===== src/hdl/ssmc_pkg.sv =====
// Package: register map, field layout, reset values and sequencer types of the sensor monitor
// -----------------------------------------------------------------------------
// Overview of operation
// Readback selector picks sensor 0-4, 5-7 reserved
// Normal-mode decimation field, reset value 4
// Gain-calibration decimation field, reset value 4
// Offset-calibration decimation field, reset value 4
// Bypass selector picks the monitored sensor, reset 0
// Gain source: fuses when clear, registers when set
// Bypass bit hands sensors to manual selection
// Iteration count: slot passes before full sweep
// Four slot selectors; resets 5,5,5,1
// Read-only 16-bit readback of sensor data
// ECC enable, harsh industrial mode only
// Error-inject bit corrupts protected bank while enabled
// Monitors start on link up or force start
// Bypass reset control: 0 holds, 1 releases sensor
// Lock-detect fields kept as plain configuration
// -----------------------------------------------------------------------------
package ssmc_pkg;

  // -----------------------------------------------------------------------------
  // Register indices (byte address is four times the index)
  // -----------------------------------------------------------------------------
  localparam logic [9:0] SSMC_IDX_START = 10'h1E2;   // Monitor start control
  localparam logic [9:0] SSMC_IDX_SELDEC = 10'h1E8;  // Select and decimation
  localparam logic [9:0] SSMC_IDX_SEQCFG = 10'h1E9;  // Sequence configuration
  localparam logic [9:0] SSMC_IDX_RDBACK = 10'h1EA;  // Readback data
  localparam logic [9:0] SSMC_IDX_LOCKECC = 10'h1EE; // Lock detect and ECC control

  // Reset values and writable bits
  localparam logic [15:0] SSMC_RST_START = 16'h0000;
  localparam logic [15:0] SSMC_MASK_START = 16'h0002;
  localparam logic [15:0] SSMC_RST_SELDEC = 16'h0920;
  localparam logic [15:0] SSMC_RST_SEQCFG = 16'h036D;
  localparam logic [15:0] SSMC_RST_LOCKECC = 16'h0035;
  localparam logic [15:0] SSMC_RST_RDBACK = 16'h0000;
  localparam logic [15:0] SSMC_MASK_ALL = 16'hFFFF;

  // Field positions
  localparam int SSMC_FORCE_BIT = 1;
  localparam int SSMC_BYPRST_BIT = 15;
  localparam int SSMC_RDSEL_LSB = 12;
  localparam int SSMC_NORMDEC_LSB = 9;
  localparam int SSMC_GAINDEC_LSB = 6;
  localparam int SSMC_OFFSDEC_LSB = 3;
  localparam int SSMC_BYPSEL_LSB = 0;
  localparam int SSMC_GAINSRC_BIT = 15;
  localparam int SSMC_BYPASS_BIT = 14;
  localparam int SSMC_ITER_LSB = 12;
  localparam int SSMC_SLOTS_LSB = 0;
  localparam int SSMC_ECCEN_BIT = 8;
  localparam int SSMC_ECCERR_BIT = 7;
  localparam int SSMC_WINDOW_LSB = 4;
  localparam int SSMC_WAIT_LSB = 2;
  localparam int SSMC_LOCKMON_BIT = 0;

  // Sensor codes 0..4 exist, the rest are reserved
  localparam logic [2:0] SSMC_NUM_SENSORS = 3'h5;
  localparam logic [2:0] SSMC_LAST_SENSOR = 3'h4;

  typedef logic [2:0] ssmc_sensor_t;

  // -----------------------------------------------------------------------------
  // Sequencer states and monitor phases
  // -----------------------------------------------------------------------------
  typedef enum logic [5:0] {
    SSMC_ST_IDLE = 6'h01,
    SSMC_ST_GAIN = 6'h02,
    SSMC_ST_OFFS = 6'h04,
    SSMC_ST_SLOTS = 6'h08,
    SSMC_ST_SWEEP = 6'h10,
    SSMC_ST_BYPASS = 6'h20
  } ssmc_state_e;

  typedef enum logic [1:0] {
    SSMC_PH_IDLE = 2'h0,
    SSMC_PH_GAIN_CAL = 2'h1,
    SSMC_PH_OFFSET_CAL = 2'h2,
    SSMC_PH_NORMAL = 2'h3
  } ssmc_phase_e;

endpackage : ssmc_pkg


===== src/hdl/ssmc_seq_if.sv =====
// Interface: configuration to the sensor sequencer and its selection and store strobe back
`timescale 1ns/1ps
interface ssmc_seq_if;
  import ssmc_pkg::*;
  logic run;                // Monitors allowed to operate
  logic bypass;             // Manual sensor selection
  logic [1:0] iter_count;   // Slot passes before a full sweep
  logic [11:0] slots;       // Four 3-bit slot sensor codes
  ssmc_sensor_t bypass_sel; // Sensor picked in bypass
  ssmc_sensor_t sensor;     // Sensor now fed to the ADC
  ssmc_phase_e phase;       // Calibration or normal phase
  logic store;              // Held sample belongs to store_idx
  ssmc_sensor_t store_idx;  // Sensor whose sample is stored

  modport ctrl (output run, bypass, iter_count, slots, bypass_sel,
                input sensor, phase, store, store_idx);
  modport seq (input run, bypass, iter_count, slots, bypass_sel,
               output sensor, phase, store, store_idx);
endinterface : ssmc_seq_if


===== src/hdl/ssmc_top.sv =====
// Module: sensor monitor register bank on Avalon-MM with sequencing and readback
//
// Chosen here: the Avalon-MM slave port.
`timescale 1ns/1ps
module ssmc_top
  import ssmc_pkg::*;
(
  input wire logic clk_in,                     // 200 MHz clock
  input wire logic rst_in,                     // Synchronous reset, active high
  input wire logic [11:0] avs_address_in,      // Byte address
  input wire logic avs_read_in,                // Read request
  input wire logic avs_write_in,               // Write request
  input wire logic [31:0] avs_writedata_in,    // Write data
  input wire logic [3:0] avs_byteenable_in,    // Byte lanes
  output logic [31:0] avs_readdata_out,        // Read data
  output logic avs_waitrequest_out,            // Stall
  input wire logic link_up_in,                 // Media link is up
  input wire logic harsh_mode_in,              // Harsh industrial mode
  input wire logic adc_sample_valid_in,        // ADC sample strobe
  input wire logic [15:0] adc_sample_in,       // ADC sample
  output logic adc_enable_out,                 // ADC running
  output logic [2:0] adc_sensor_select_out,    // Sensor fed to the ADC
  output logic [2:0] adc_decimation_out,       // Decimation for current phase
  output logic [1:0] monitor_phase_out,        // Current monitor phase
  output logic sensor_hold_reset_out,          // Sensor held in reset
  output logic gain_from_registers_out,        // Gains from registers
  output logic ecc_protect_enable_out,         // ECC and checksum on
  output logic ecc_inject_error_out,           // Corrupt protected bank
  output logic [2:0] lock_window_setting_out,  // Lock detect window
  output logic [1:0] lock_wait_setting_out,    // Lock detect wait
  output logic lock_monitor_enable_out         // Lock monitor enable
);

  // -----------------------------------------------------------------------------
  // State
  // -----------------------------------------------------------------------------
  typedef struct packed {
    logic [15:0] start_ctl;         // Force start control
    logic [15:0] seldec;            // Select and decimation
    logic [15:0] seqcfg;            // Sequence configuration
    logic [15:0] lockecc;           // Lock detect and ECC control
    logic [15:0] sample_hold;       // Last ADC sample
    logic [4:0][15:0] store;        // Last sample per sensor
    logic [15:0] readback;          // Readback register
    logic [31:0] rdata;             // Bus read data
    logic waitreq;                  // Bus stall
    logic adc_en;                   // ADC running
    logic [2:0] dec;                // Active decimation
    logic hold_rst;                 // Sensor reset
    logic ecc_prot;                 // ECC enable as seen
    logic ecc_inj;                  // Error injection
  } ssmc_top_s;

  ssmc_top_s s_r;
  ssmc_top_s s_nxt;

  ssmc_seq_if seq_bus ();

  logic [9:0] idx;                  // Word index of the access
  assign idx = avs_address_in[11:2];

  // Byte-lane merge of a write into a 16-bit register
  function automatic logic [15:0] merge(input logic [15:0] old, input logic [31:0] wd,
                                        input logic [3:0] be, input logic [15:0] mask);
    logic [15:0] m;
    m = {{8{be[1]}}, {8{be[0]}}} & mask;
    merge = (old & ~m) | (wd[15:0] & m);
  endfunction : merge

  // -----------------------------------------------------------------------------
  // Sequencer configuration, taken straight from the register copies and, for run, the link input
  // -----------------------------------------------------------------------------
  // Monitors run once the link is up, or at once when forced
  assign seq_bus.run = link_up_in || s_r.start_ctl[SSMC_FORCE_BIT];
  assign seq_bus.bypass = s_r.seqcfg[SSMC_BYPASS_BIT];
  assign seq_bus.iter_count = s_r.seqcfg[SSMC_ITER_LSB +: 2];
  assign seq_bus.slots = s_r.seqcfg[SSMC_SLOTS_LSB +: 12];
  assign seq_bus.bypass_sel = s_r.seldec[SSMC_BYPSEL_LSB +: 3];

  // Sequencer instance
  ssmc_sequencer u_seq (
    .clk_in(clk_in),
    .rst_in(rst_in),
    .sample_valid_in(adc_sample_valid_in),
    .bus(seq_bus.seq)
  );

  // -----------------------------------------------------------------------------
  // Next state
  // -----------------------------------------------------------------------------
  always_comb begin
    logic [2:0] rsel;
    rsel = s_r.seldec[SSMC_RDSEL_LSB +: 3];
    s_nxt = s_r;

    // Catch the sample at its strobe; the store strobe comes a cycle later
    if (adc_sample_valid_in) begin
      s_nxt.sample_hold = adc_sample_in;
    end
    if (seq_bus.store && seq_bus.store_idx < SSMC_NUM_SENSORS) begin
      s_nxt.store[seq_bus.store_idx] = s_r.sample_hold;
    end

    // Readback follows the selected sensor; reserved codes read zero
    if (rsel < SSMC_NUM_SENSORS) begin
      s_nxt.readback = s_r.store[rsel];
    end else begin
      s_nxt.readback = 16'h0000;
    end

    // Decimation tracks the monitor phase
    case (seq_bus.phase)
      SSMC_PH_GAIN_CAL: begin
        s_nxt.dec = s_r.seldec[SSMC_GAINDEC_LSB +: 3];
      end
      SSMC_PH_OFFSET_CAL: begin
        s_nxt.dec = s_r.seldec[SSMC_OFFSDEC_LSB +: 3];
      end
      default: begin
        s_nxt.dec = s_r.seldec[SSMC_NORMDEC_LSB +: 3];
      end
    endcase
    s_nxt.adc_en = (seq_bus.phase != SSMC_PH_IDLE);

    // Bypass hands the sensor reset to software; otherwise it follows run
    if (seq_bus.bypass) begin
      s_nxt.hold_rst = ~s_r.seldec[SSMC_BYPRST_BIT];
    end else begin
      s_nxt.hold_rst = ~seq_bus.run;
    end

    // Protection only exists in harsh industrial mode
    s_nxt.ecc_prot = harsh_mode_in && s_r.lockecc[SSMC_ECCEN_BIT];
    s_nxt.ecc_inj = harsh_mode_in && s_r.lockecc[SSMC_ECCEN_BIT]
                    && s_r.lockecc[SSMC_ECCERR_BIT];

    // Bus: first cycle of a request drops the stall and prepares read data
    s_nxt.waitreq = 1'b1;
    if ((avs_read_in || avs_write_in) && s_r.waitreq) begin
      s_nxt.waitreq = 1'b0;
      case (idx)
        SSMC_IDX_START: begin
          s_nxt.rdata = {16'h0000, s_r.start_ctl};
        end
        SSMC_IDX_SELDEC: begin
          s_nxt.rdata = {16'h0000, s_r.seldec};
        end
        SSMC_IDX_SEQCFG: begin
          s_nxt.rdata = {16'h0000, s_r.seqcfg};
        end
        SSMC_IDX_RDBACK: begin
          s_nxt.rdata = {16'h0000, s_r.readback};
        end
        SSMC_IDX_LOCKECC: begin
          s_nxt.rdata = {16'h0000, s_r.lockecc};
        end
        default: begin
          // Unmapped words read as zero
          s_nxt.rdata = 32'h0000_0000;
        end
      endcase
    end

    // Second cycle: the write lands on the edge that sees the stall low
    if (avs_write_in && !s_r.waitreq) begin
      case (idx)
        SSMC_IDX_START: begin
          s_nxt.start_ctl = merge(s_r.start_ctl, avs_writedata_in, avs_byteenable_in,
                                  SSMC_MASK_START);
        end
        SSMC_IDX_SELDEC: begin
          s_nxt.seldec = merge(s_r.seldec, avs_writedata_in, avs_byteenable_in,
                               SSMC_MASK_ALL);
        end
        SSMC_IDX_SEQCFG: begin
          s_nxt.seqcfg = merge(s_r.seqcfg, avs_writedata_in, avs_byteenable_in,
                               SSMC_MASK_ALL);
        end
        SSMC_IDX_LOCKECC: begin
          s_nxt.lockecc = merge(s_r.lockecc, avs_writedata_in, avs_byteenable_in,
                                SSMC_MASK_ALL);
        end
        default: begin
          // Readback and unmapped words ignore writes
          s_nxt.start_ctl = s_r.start_ctl;
        end
      endcase
    end
  end

  // -----------------------------------------------------------------------------
  // State register
  // -----------------------------------------------------------------------------
  always_ff @(posedge clk_in) begin
    if (rst_in) begin
      s_r.start_ctl <= SSMC_RST_START;
      s_r.seldec <= SSMC_RST_SELDEC;
      s_r.seqcfg <= SSMC_RST_SEQCFG;
      s_r.lockecc <= SSMC_RST_LOCKECC;
      s_r.sample_hold <= 16'h0000;
      s_r.store <= '0;
      s_r.readback <= SSMC_RST_RDBACK;
      s_r.rdata <= 32'h0000_0000;
      s_r.waitreq <= 1'b1;
      s_r.adc_en <= 1'b0;
      s_r.dec <= 3'h0;
      s_r.hold_rst <= 1'b1;
      s_r.ecc_prot <= 1'b0;
      s_r.ecc_inj <= 1'b0;
    end else begin
      s_r <= s_nxt;
    end
  end

  // -----------------------------------------------------------------------------
  // Outputs, all from flip-flops
  // -----------------------------------------------------------------------------
  assign avs_readdata_out = s_r.rdata;
  assign avs_waitrequest_out = s_r.waitreq;
  assign adc_enable_out = s_r.adc_en;
  assign adc_sensor_select_out = seq_bus.sensor;
  assign adc_decimation_out = s_r.dec;
  assign monitor_phase_out = seq_bus.phase;
  assign sensor_hold_reset_out = s_r.hold_rst;
  assign gain_from_registers_out = s_r.seqcfg[SSMC_GAINSRC_BIT];
  assign ecc_protect_enable_out = s_r.ecc_prot;
  assign ecc_inject_error_out = s_r.ecc_inj;
  assign lock_window_setting_out = s_r.lockecc[SSMC_WINDOW_LSB +: 3];
  assign lock_wait_setting_out = s_r.lockecc[SSMC_WAIT_LSB +: 2];
  assign lock_monitor_enable_out = s_r.lockecc[SSMC_LOCKMON_BIT];

endmodule : ssmc_top


===== src/hdl/ssmc_sequencer.sv =====
// Module: monitor sequencer walking calibration, iteration slots and full sensor sweeps
`timescale 1ns/1ps
module ssmc_sequencer
  import ssmc_pkg::*;
(
  input wire logic clk_in,          // 200 MHz clock
  input wire logic rst_in,          // Synchronous reset, active high
  input wire logic sample_valid_in, // ADC delivered a sample
  ssmc_seq_if.seq bus               // Configuration and results
);

  // -----------------------------------------------------------------------------
  // State
  // -----------------------------------------------------------------------------
  typedef struct packed {
    ssmc_state_e st;         // Sequencer state
    logic [1:0] slot;        // Current slot
    logic [1:0] iter;        // Completed slot passes
    ssmc_sensor_t sensor;    // Selected sensor
    ssmc_phase_e phase;      // Monitor phase
    logic store;             // Store strobe
    ssmc_sensor_t store_idx; // Store target
  } ssmc_seq_s;

  ssmc_seq_s s_r;
  ssmc_seq_s s_nxt;

  // Sensor code held in a given slot
  function automatic ssmc_sensor_t slot_code(input logic [11:0] slots, input logic [1:0] idx);
    slot_code = slots[idx*3 +: 3];
  endfunction : slot_code

  // -----------------------------------------------------------------------------
  // Next state
  // -----------------------------------------------------------------------------
  always_comb begin
    s_nxt = s_r;
    s_nxt.store = 1'b0;
    s_nxt.store_idx = s_r.sensor;
    case (s_r.st)
      SSMC_ST_IDLE: begin
        s_nxt.phase = SSMC_PH_IDLE;
        if (bus.run) begin
          s_nxt.st = SSMC_ST_GAIN;
          s_nxt.phase = SSMC_PH_GAIN_CAL;
        end
      end
      SSMC_ST_GAIN: begin
        // One conversion per calibration stage
        if (sample_valid_in) begin
          s_nxt.st = SSMC_ST_OFFS;
          s_nxt.phase = SSMC_PH_OFFSET_CAL;
        end
      end
      SSMC_ST_OFFS, SSMC_ST_SWEEP: begin
        if (sample_valid_in) begin
          s_nxt.store = (s_r.st == SSMC_ST_SWEEP);
          s_nxt.phase = SSMC_PH_NORMAL;
          if (s_r.st == SSMC_ST_SWEEP && s_r.sensor != SSMC_LAST_SENSOR) begin
            s_nxt.sensor = s_r.sensor + 3'h1;
          end else if (bus.iter_count == 2'h0) begin
            // No slot passes: sweep all sensors again
            s_nxt.st = SSMC_ST_SWEEP;
            s_nxt.sensor = 3'h0;
          end else begin
            s_nxt.st = SSMC_ST_SLOTS;
            s_nxt.slot = 2'h0;
            s_nxt.iter = 2'h0;
            s_nxt.sensor = slot_code(bus.slots, 2'h0);
          end
        end
      end
      SSMC_ST_SLOTS: begin
        // Reserved slot codes are skipped without a conversion
        if (s_r.sensor >= SSMC_NUM_SENSORS || sample_valid_in) begin
          s_nxt.store = (s_r.sensor < SSMC_NUM_SENSORS);
          if (s_r.slot == 2'h3) begin
            s_nxt.slot = 2'h0;
            s_nxt.iter = s_r.iter + 2'h1;
            if (s_r.iter + 2'h1 == bus.iter_count) begin
              s_nxt.st = SSMC_ST_SWEEP;
              s_nxt.sensor = 3'h0;
            end else begin
              s_nxt.sensor = slot_code(bus.slots, 2'h0);
            end
          end else begin
            s_nxt.slot = s_r.slot + 2'h1;
            s_nxt.sensor = slot_code(bus.slots, s_r.slot + 2'h1);
          end
        end
      end
      SSMC_ST_BYPASS: begin
        // Manual selection tracks the field every cycle
        s_nxt.sensor = bus.bypass_sel;
        s_nxt.store = sample_valid_in && (s_r.sensor < SSMC_NUM_SENSORS);
      end
      default: begin
        s_nxt.st = SSMC_ST_IDLE;
      end
    endcase
    // Overrides: stop, enter bypass, leave bypass to recalibrate
    if (!bus.run) begin
      s_nxt.st = SSMC_ST_IDLE;
      s_nxt.phase = SSMC_PH_IDLE;
    end else if (bus.bypass && s_r.st != SSMC_ST_BYPASS) begin
      s_nxt.st = SSMC_ST_BYPASS;
      s_nxt.phase = SSMC_PH_NORMAL;
      s_nxt.sensor = bus.bypass_sel;
      s_nxt.store = 1'b0;
    end else if (!bus.bypass && s_r.st == SSMC_ST_BYPASS) begin
      s_nxt.st = SSMC_ST_IDLE;
      s_nxt.phase = SSMC_PH_IDLE;
    end
  end

  // -----------------------------------------------------------------------------
  // State register
  // -----------------------------------------------------------------------------
  always_ff @(posedge clk_in) begin
    if (rst_in) begin
      s_r <= '{st: SSMC_ST_IDLE, slot: 2'h0, iter: 2'h0, sensor: 3'h0,
               phase: SSMC_PH_IDLE, store: 1'b0, store_idx: 3'h0};
    end else begin
      s_r <= s_nxt;
    end
  end

  assign bus.sensor = s_r.sensor;
  assign bus.phase = s_r.phase;
  assign bus.store = s_r.store;
  assign bus.store_idx = s_r.store_idx;

endmodule : ssmc_sequencer


===== config.mk =====
export PLATFORM = sky130hd
export DESIGN_NAME = ssmc_top
export DESIGN_NICKNAME = d
export VERILOG_FILES = /design/src/hdl/ssmc_pkg.sv /design/src/hdl/ssmc_seq_if.sv /design/src/hdl/ssmc_top.sv /design/src/hdl/ssmc_sequencer.sv
export SDC_FILE = /design/constraint.sdc
export NUM_CORES = 1
export LEC_CHECK = 0
export ABC_AREA = 1
export BUFFER_PORTS_ARGS = -buffer_cell sky130_fd_sc_hd__buf_2
export CAP_MARGIN = 30
export CORE_MARGIN = 2
export CORE_UTILIZATION = 30
export DETAILED_ROUTE_END_ITERATION = 7
export PLACE_DENSITY_LB_ADDON = 0.08
export SYNTH_ARGS = -nofsm -noshare
export SYNTH_HDL_FRONTEND = slang
export SYNTH_HIERARCHICAL = 1
export SYNTH_SLANG_ARGS = --single-unit

===== constraint.sdc =====
create_clock -name clk_in -period 4.6 [get_ports clk_in]
set_clock_uncertainty 0.15 [all_clocks]
set_input_delay 0.92 -clock clk_in [delete_from_list [all_inputs] [get_ports clk_in]]
set_output_delay 0.92 -clock clk_in [all_outputs]
set_load 0.03 [all_outputs]

==> results.py <==
metrics = {
    "outcome": {
        "status": "complete, no violations",
    },
    "worst_setup_path": {
        "crit_fanout": 31,
        "crit_slowest_cell": "nor2_4",
        "cpPeakStageDelay_ns": 0.59,
        "crit_required_ns": 4.91,
        "cp.buffers_inverters": 2,
        "startpoint_type": "primary input",
        "crit_start": "avs_address_in[6]",
        "path_class": "primary input to flip-flop",
        "reg2reg_slack_ns": 2.21,
        "worstPathArrival_ns": 2.72,
        "end_kind": "flip-flop",
        "cp_top_family": "simple AND/OR/NAND/NOR gates",
        "crit_chain": "buf_2, inv_1, nand2_1, nor2_4, nand3_4, nor2_2, o21ai_0, a21oi_1",
    },
    "floorplanning": {
        "coreArea_mm2": 0.0324,
        "initial_utilization": 0.303,
        "fp.dieH_um": 185,
        "num_io_pins": 123,
        "dieArea_mm2": 0.0341,
        "rows": 66,
        "die_w_um": 185,
    },
    "worst_hold_path": {
        "hp-start": "s_r[128]",
        "min_path_type": "flip-flop to flip-flop",
    },
    "place": {
        "io_buffers": 86,
        "dp_hpwl_um": 20500,
        "place_congestion": 0.829,
    },
    "clock_tree": {
        "cts_tree": "done",
        "ctsHoldBuffers": 0,
        "clk_latency_ns": 0.53,
        "clockBufferDepth": 3,
        "cts_buffers": 26,
        "cts_setup_buffers": 0,
        "clk_pin_slew_worst_paths_ns": 0.06,
        "ctsResizeCount": 0,
        "htreeDepth": 1,
        "cts_root_buffer": "clkbuf_16",
        "cts.sinks": 204,
    },
    "routing": {
        "routed_wl_um": 30200,
        "vias": 8672,
        "drt-initial-drc-count": 406,
        "drtPass1Iterations": 4,
        "drc": 0,
        "drt-vias-per-instance": 4.69,
        "drtAntennaViolNets": 0,
        "post_drt_wl_per_cell_um": 16.3,
    },
    "sta": {
        "worstMarginPinSlew_ns": 0.842,
        "finalSetupTns_ns": 0,
        "timing.final.hold_violations": 0,
        "fin_crit_sh": 0.525,
        "period_minus_slack_ns": 2.42,
        "fin_hold_ws_ns": 0.302,
        "setup_viol": 0,
        "slew_headroom": 0.438,
        "rsz0062_at_grt": "false",
        "slew_viol_final": 0,
        "max_clock_freq_mhz": 414,
    },
    "yosys": {
        "synth_edf_count": 0,
        "synthFlopType": "dfxtp_1",
        "yosys_register_bits": 204,
        "synth_area_leader_cell": "dfxtp_1",
        "ys_async_sr_fraction": 0,
        "synth_cells": 1359,
        "synth-seq-area-share": 0.417,
        "yosys_warnings": 6,
        "ys_types": 42,
        "synth_area_mm2": 0.00980,
        "synth.top_cells.by_area": "dfxtp_1, o21ai_0, nor2_1",
        "synth_top_cell_area_share": 0.417,
        "syn_area_per_cell_um2": 7.21,
    },
    "cells_and_area": {
        "final_common_cell": "nor2_1",
        "antenna_cells": 0,
        "syn2layout_area_growth_pct": 13.5,
        "final_util": 0.344,
        "fill_cells": 3618,
        "drive_gt1_frac": 0.152,
        "final_cell_mix": "nor2_1, o21ai_0, dfxtp_1",
        "nets": 1469,
    },
    "job": {
        "drv_cap": 0,
    },
    "grt": {
        "grt_max_degree": 99,
        "grt_first_pass_wirelength_um": 46900,
        "grt_pass1_vias": 8135,
        "grt-ovfl-total": 0,
        "antenna_found_initial": 0,
        "grt_usage": 0.177,
    },
    "pwr": {
        "p_leak_nw": 5.16,
        "irDropWorstVdd_mv": 0.252,
        "powerDensity_mw_per_mm2": 364,
    },
}
## where the power goes
part	switching (mW)	internal, mW	leakage [nW]
registers	0.0243	1.79	1.65
clock network	0.797	1.23	0.424
logic	0.160	0.0580	3.09
## worst register-to-register path, stage by stage, from the launching register on
cell,delay [ns]
dfxtp_1,0.72
clkinv_1,0.75
nor2_1,0.24
o21ai_0,0.13
o21ai_0,0.23
inv_1,0.06
## cells in the mapped netlist, types with 2 or more instances
master / number
buf_1: 3
clkbuf_1: 41
a211oi_2: 2
a21oi_1: 96
a21oi_2: 5
dfxtp_1: 204
o211ai_1: 8
buf_6: 5
nand2_2: 11
o21ai_1: 26
nand3_2: 4
nor2_4: 8
nand4_1: 65
o211ai_2: 5
buf_4: 56
a31o_2: 3
nand2_4: 5
o21ai_0: 206
inv_1: 124
nor2_1: 246
inv_2: 11
nor2_2: 9
nand2_1: 147
ha_1: 10
nor3_1: 8
nor2_8: 3
buf_2: 10
nand3_1: 24
## cell families after synthesis
group	count (synthesis)	share of synthesized area
AOI/OAI and AO/OA	356	0.194
xor gates and xnor gates	2	0.00179
adders and majority gates	10	0.0128
buffers and inverters	251	0.123
DFF	204	0.417
other	1	0.000383
and+or+nand+nor	535	0.252
## final timing paths
check                                  to  cells past startpoint
worst max-delay path            flip-flop                      8
worst min-delay path             s_r[128]                      2
worst max register to register    s_r[41]                      5
worst min register to register   s_r[128]                      2
## per-stage QoR
step	instance area [um^2]	cells	power [mW]	setup WS, ns
floorplan	9860	1374	2.00	2.51
global placement	10300	1801	2.07	1.63
detailed placement	10300	1802	2.07	1.66
CTS	11100	1850	4.13	2.14
global route	11100	1850	4.22	1.93
finish	11100	1850	4.05	2.18
## metal layers
metal,vias up,share of wire,track usage
li1,4476,-,-
met2,174,0.46,0.299
met5,-,0,0
met4,0,0.022,0.0425
met1,3985,0.48,0.238
met3,37,0.038,0.0237
## area by class of cell
cell class / instances / area, um^2 / area share
clock buffer: 41 / 788 / 0.0708
clock inverter: 7 / 67.6 / 0.00607
inverter: 136 / 512 / 0.0460
multi-input combinational: 919 / 4570 / 0.411
sequential: 204 / 4080 / 0.367
tap: 442 / 553 / 0.0497
timing repair buffer: 101 / 551 / 0.0495
Note: power is estimated with default switching activity, not from simulation.
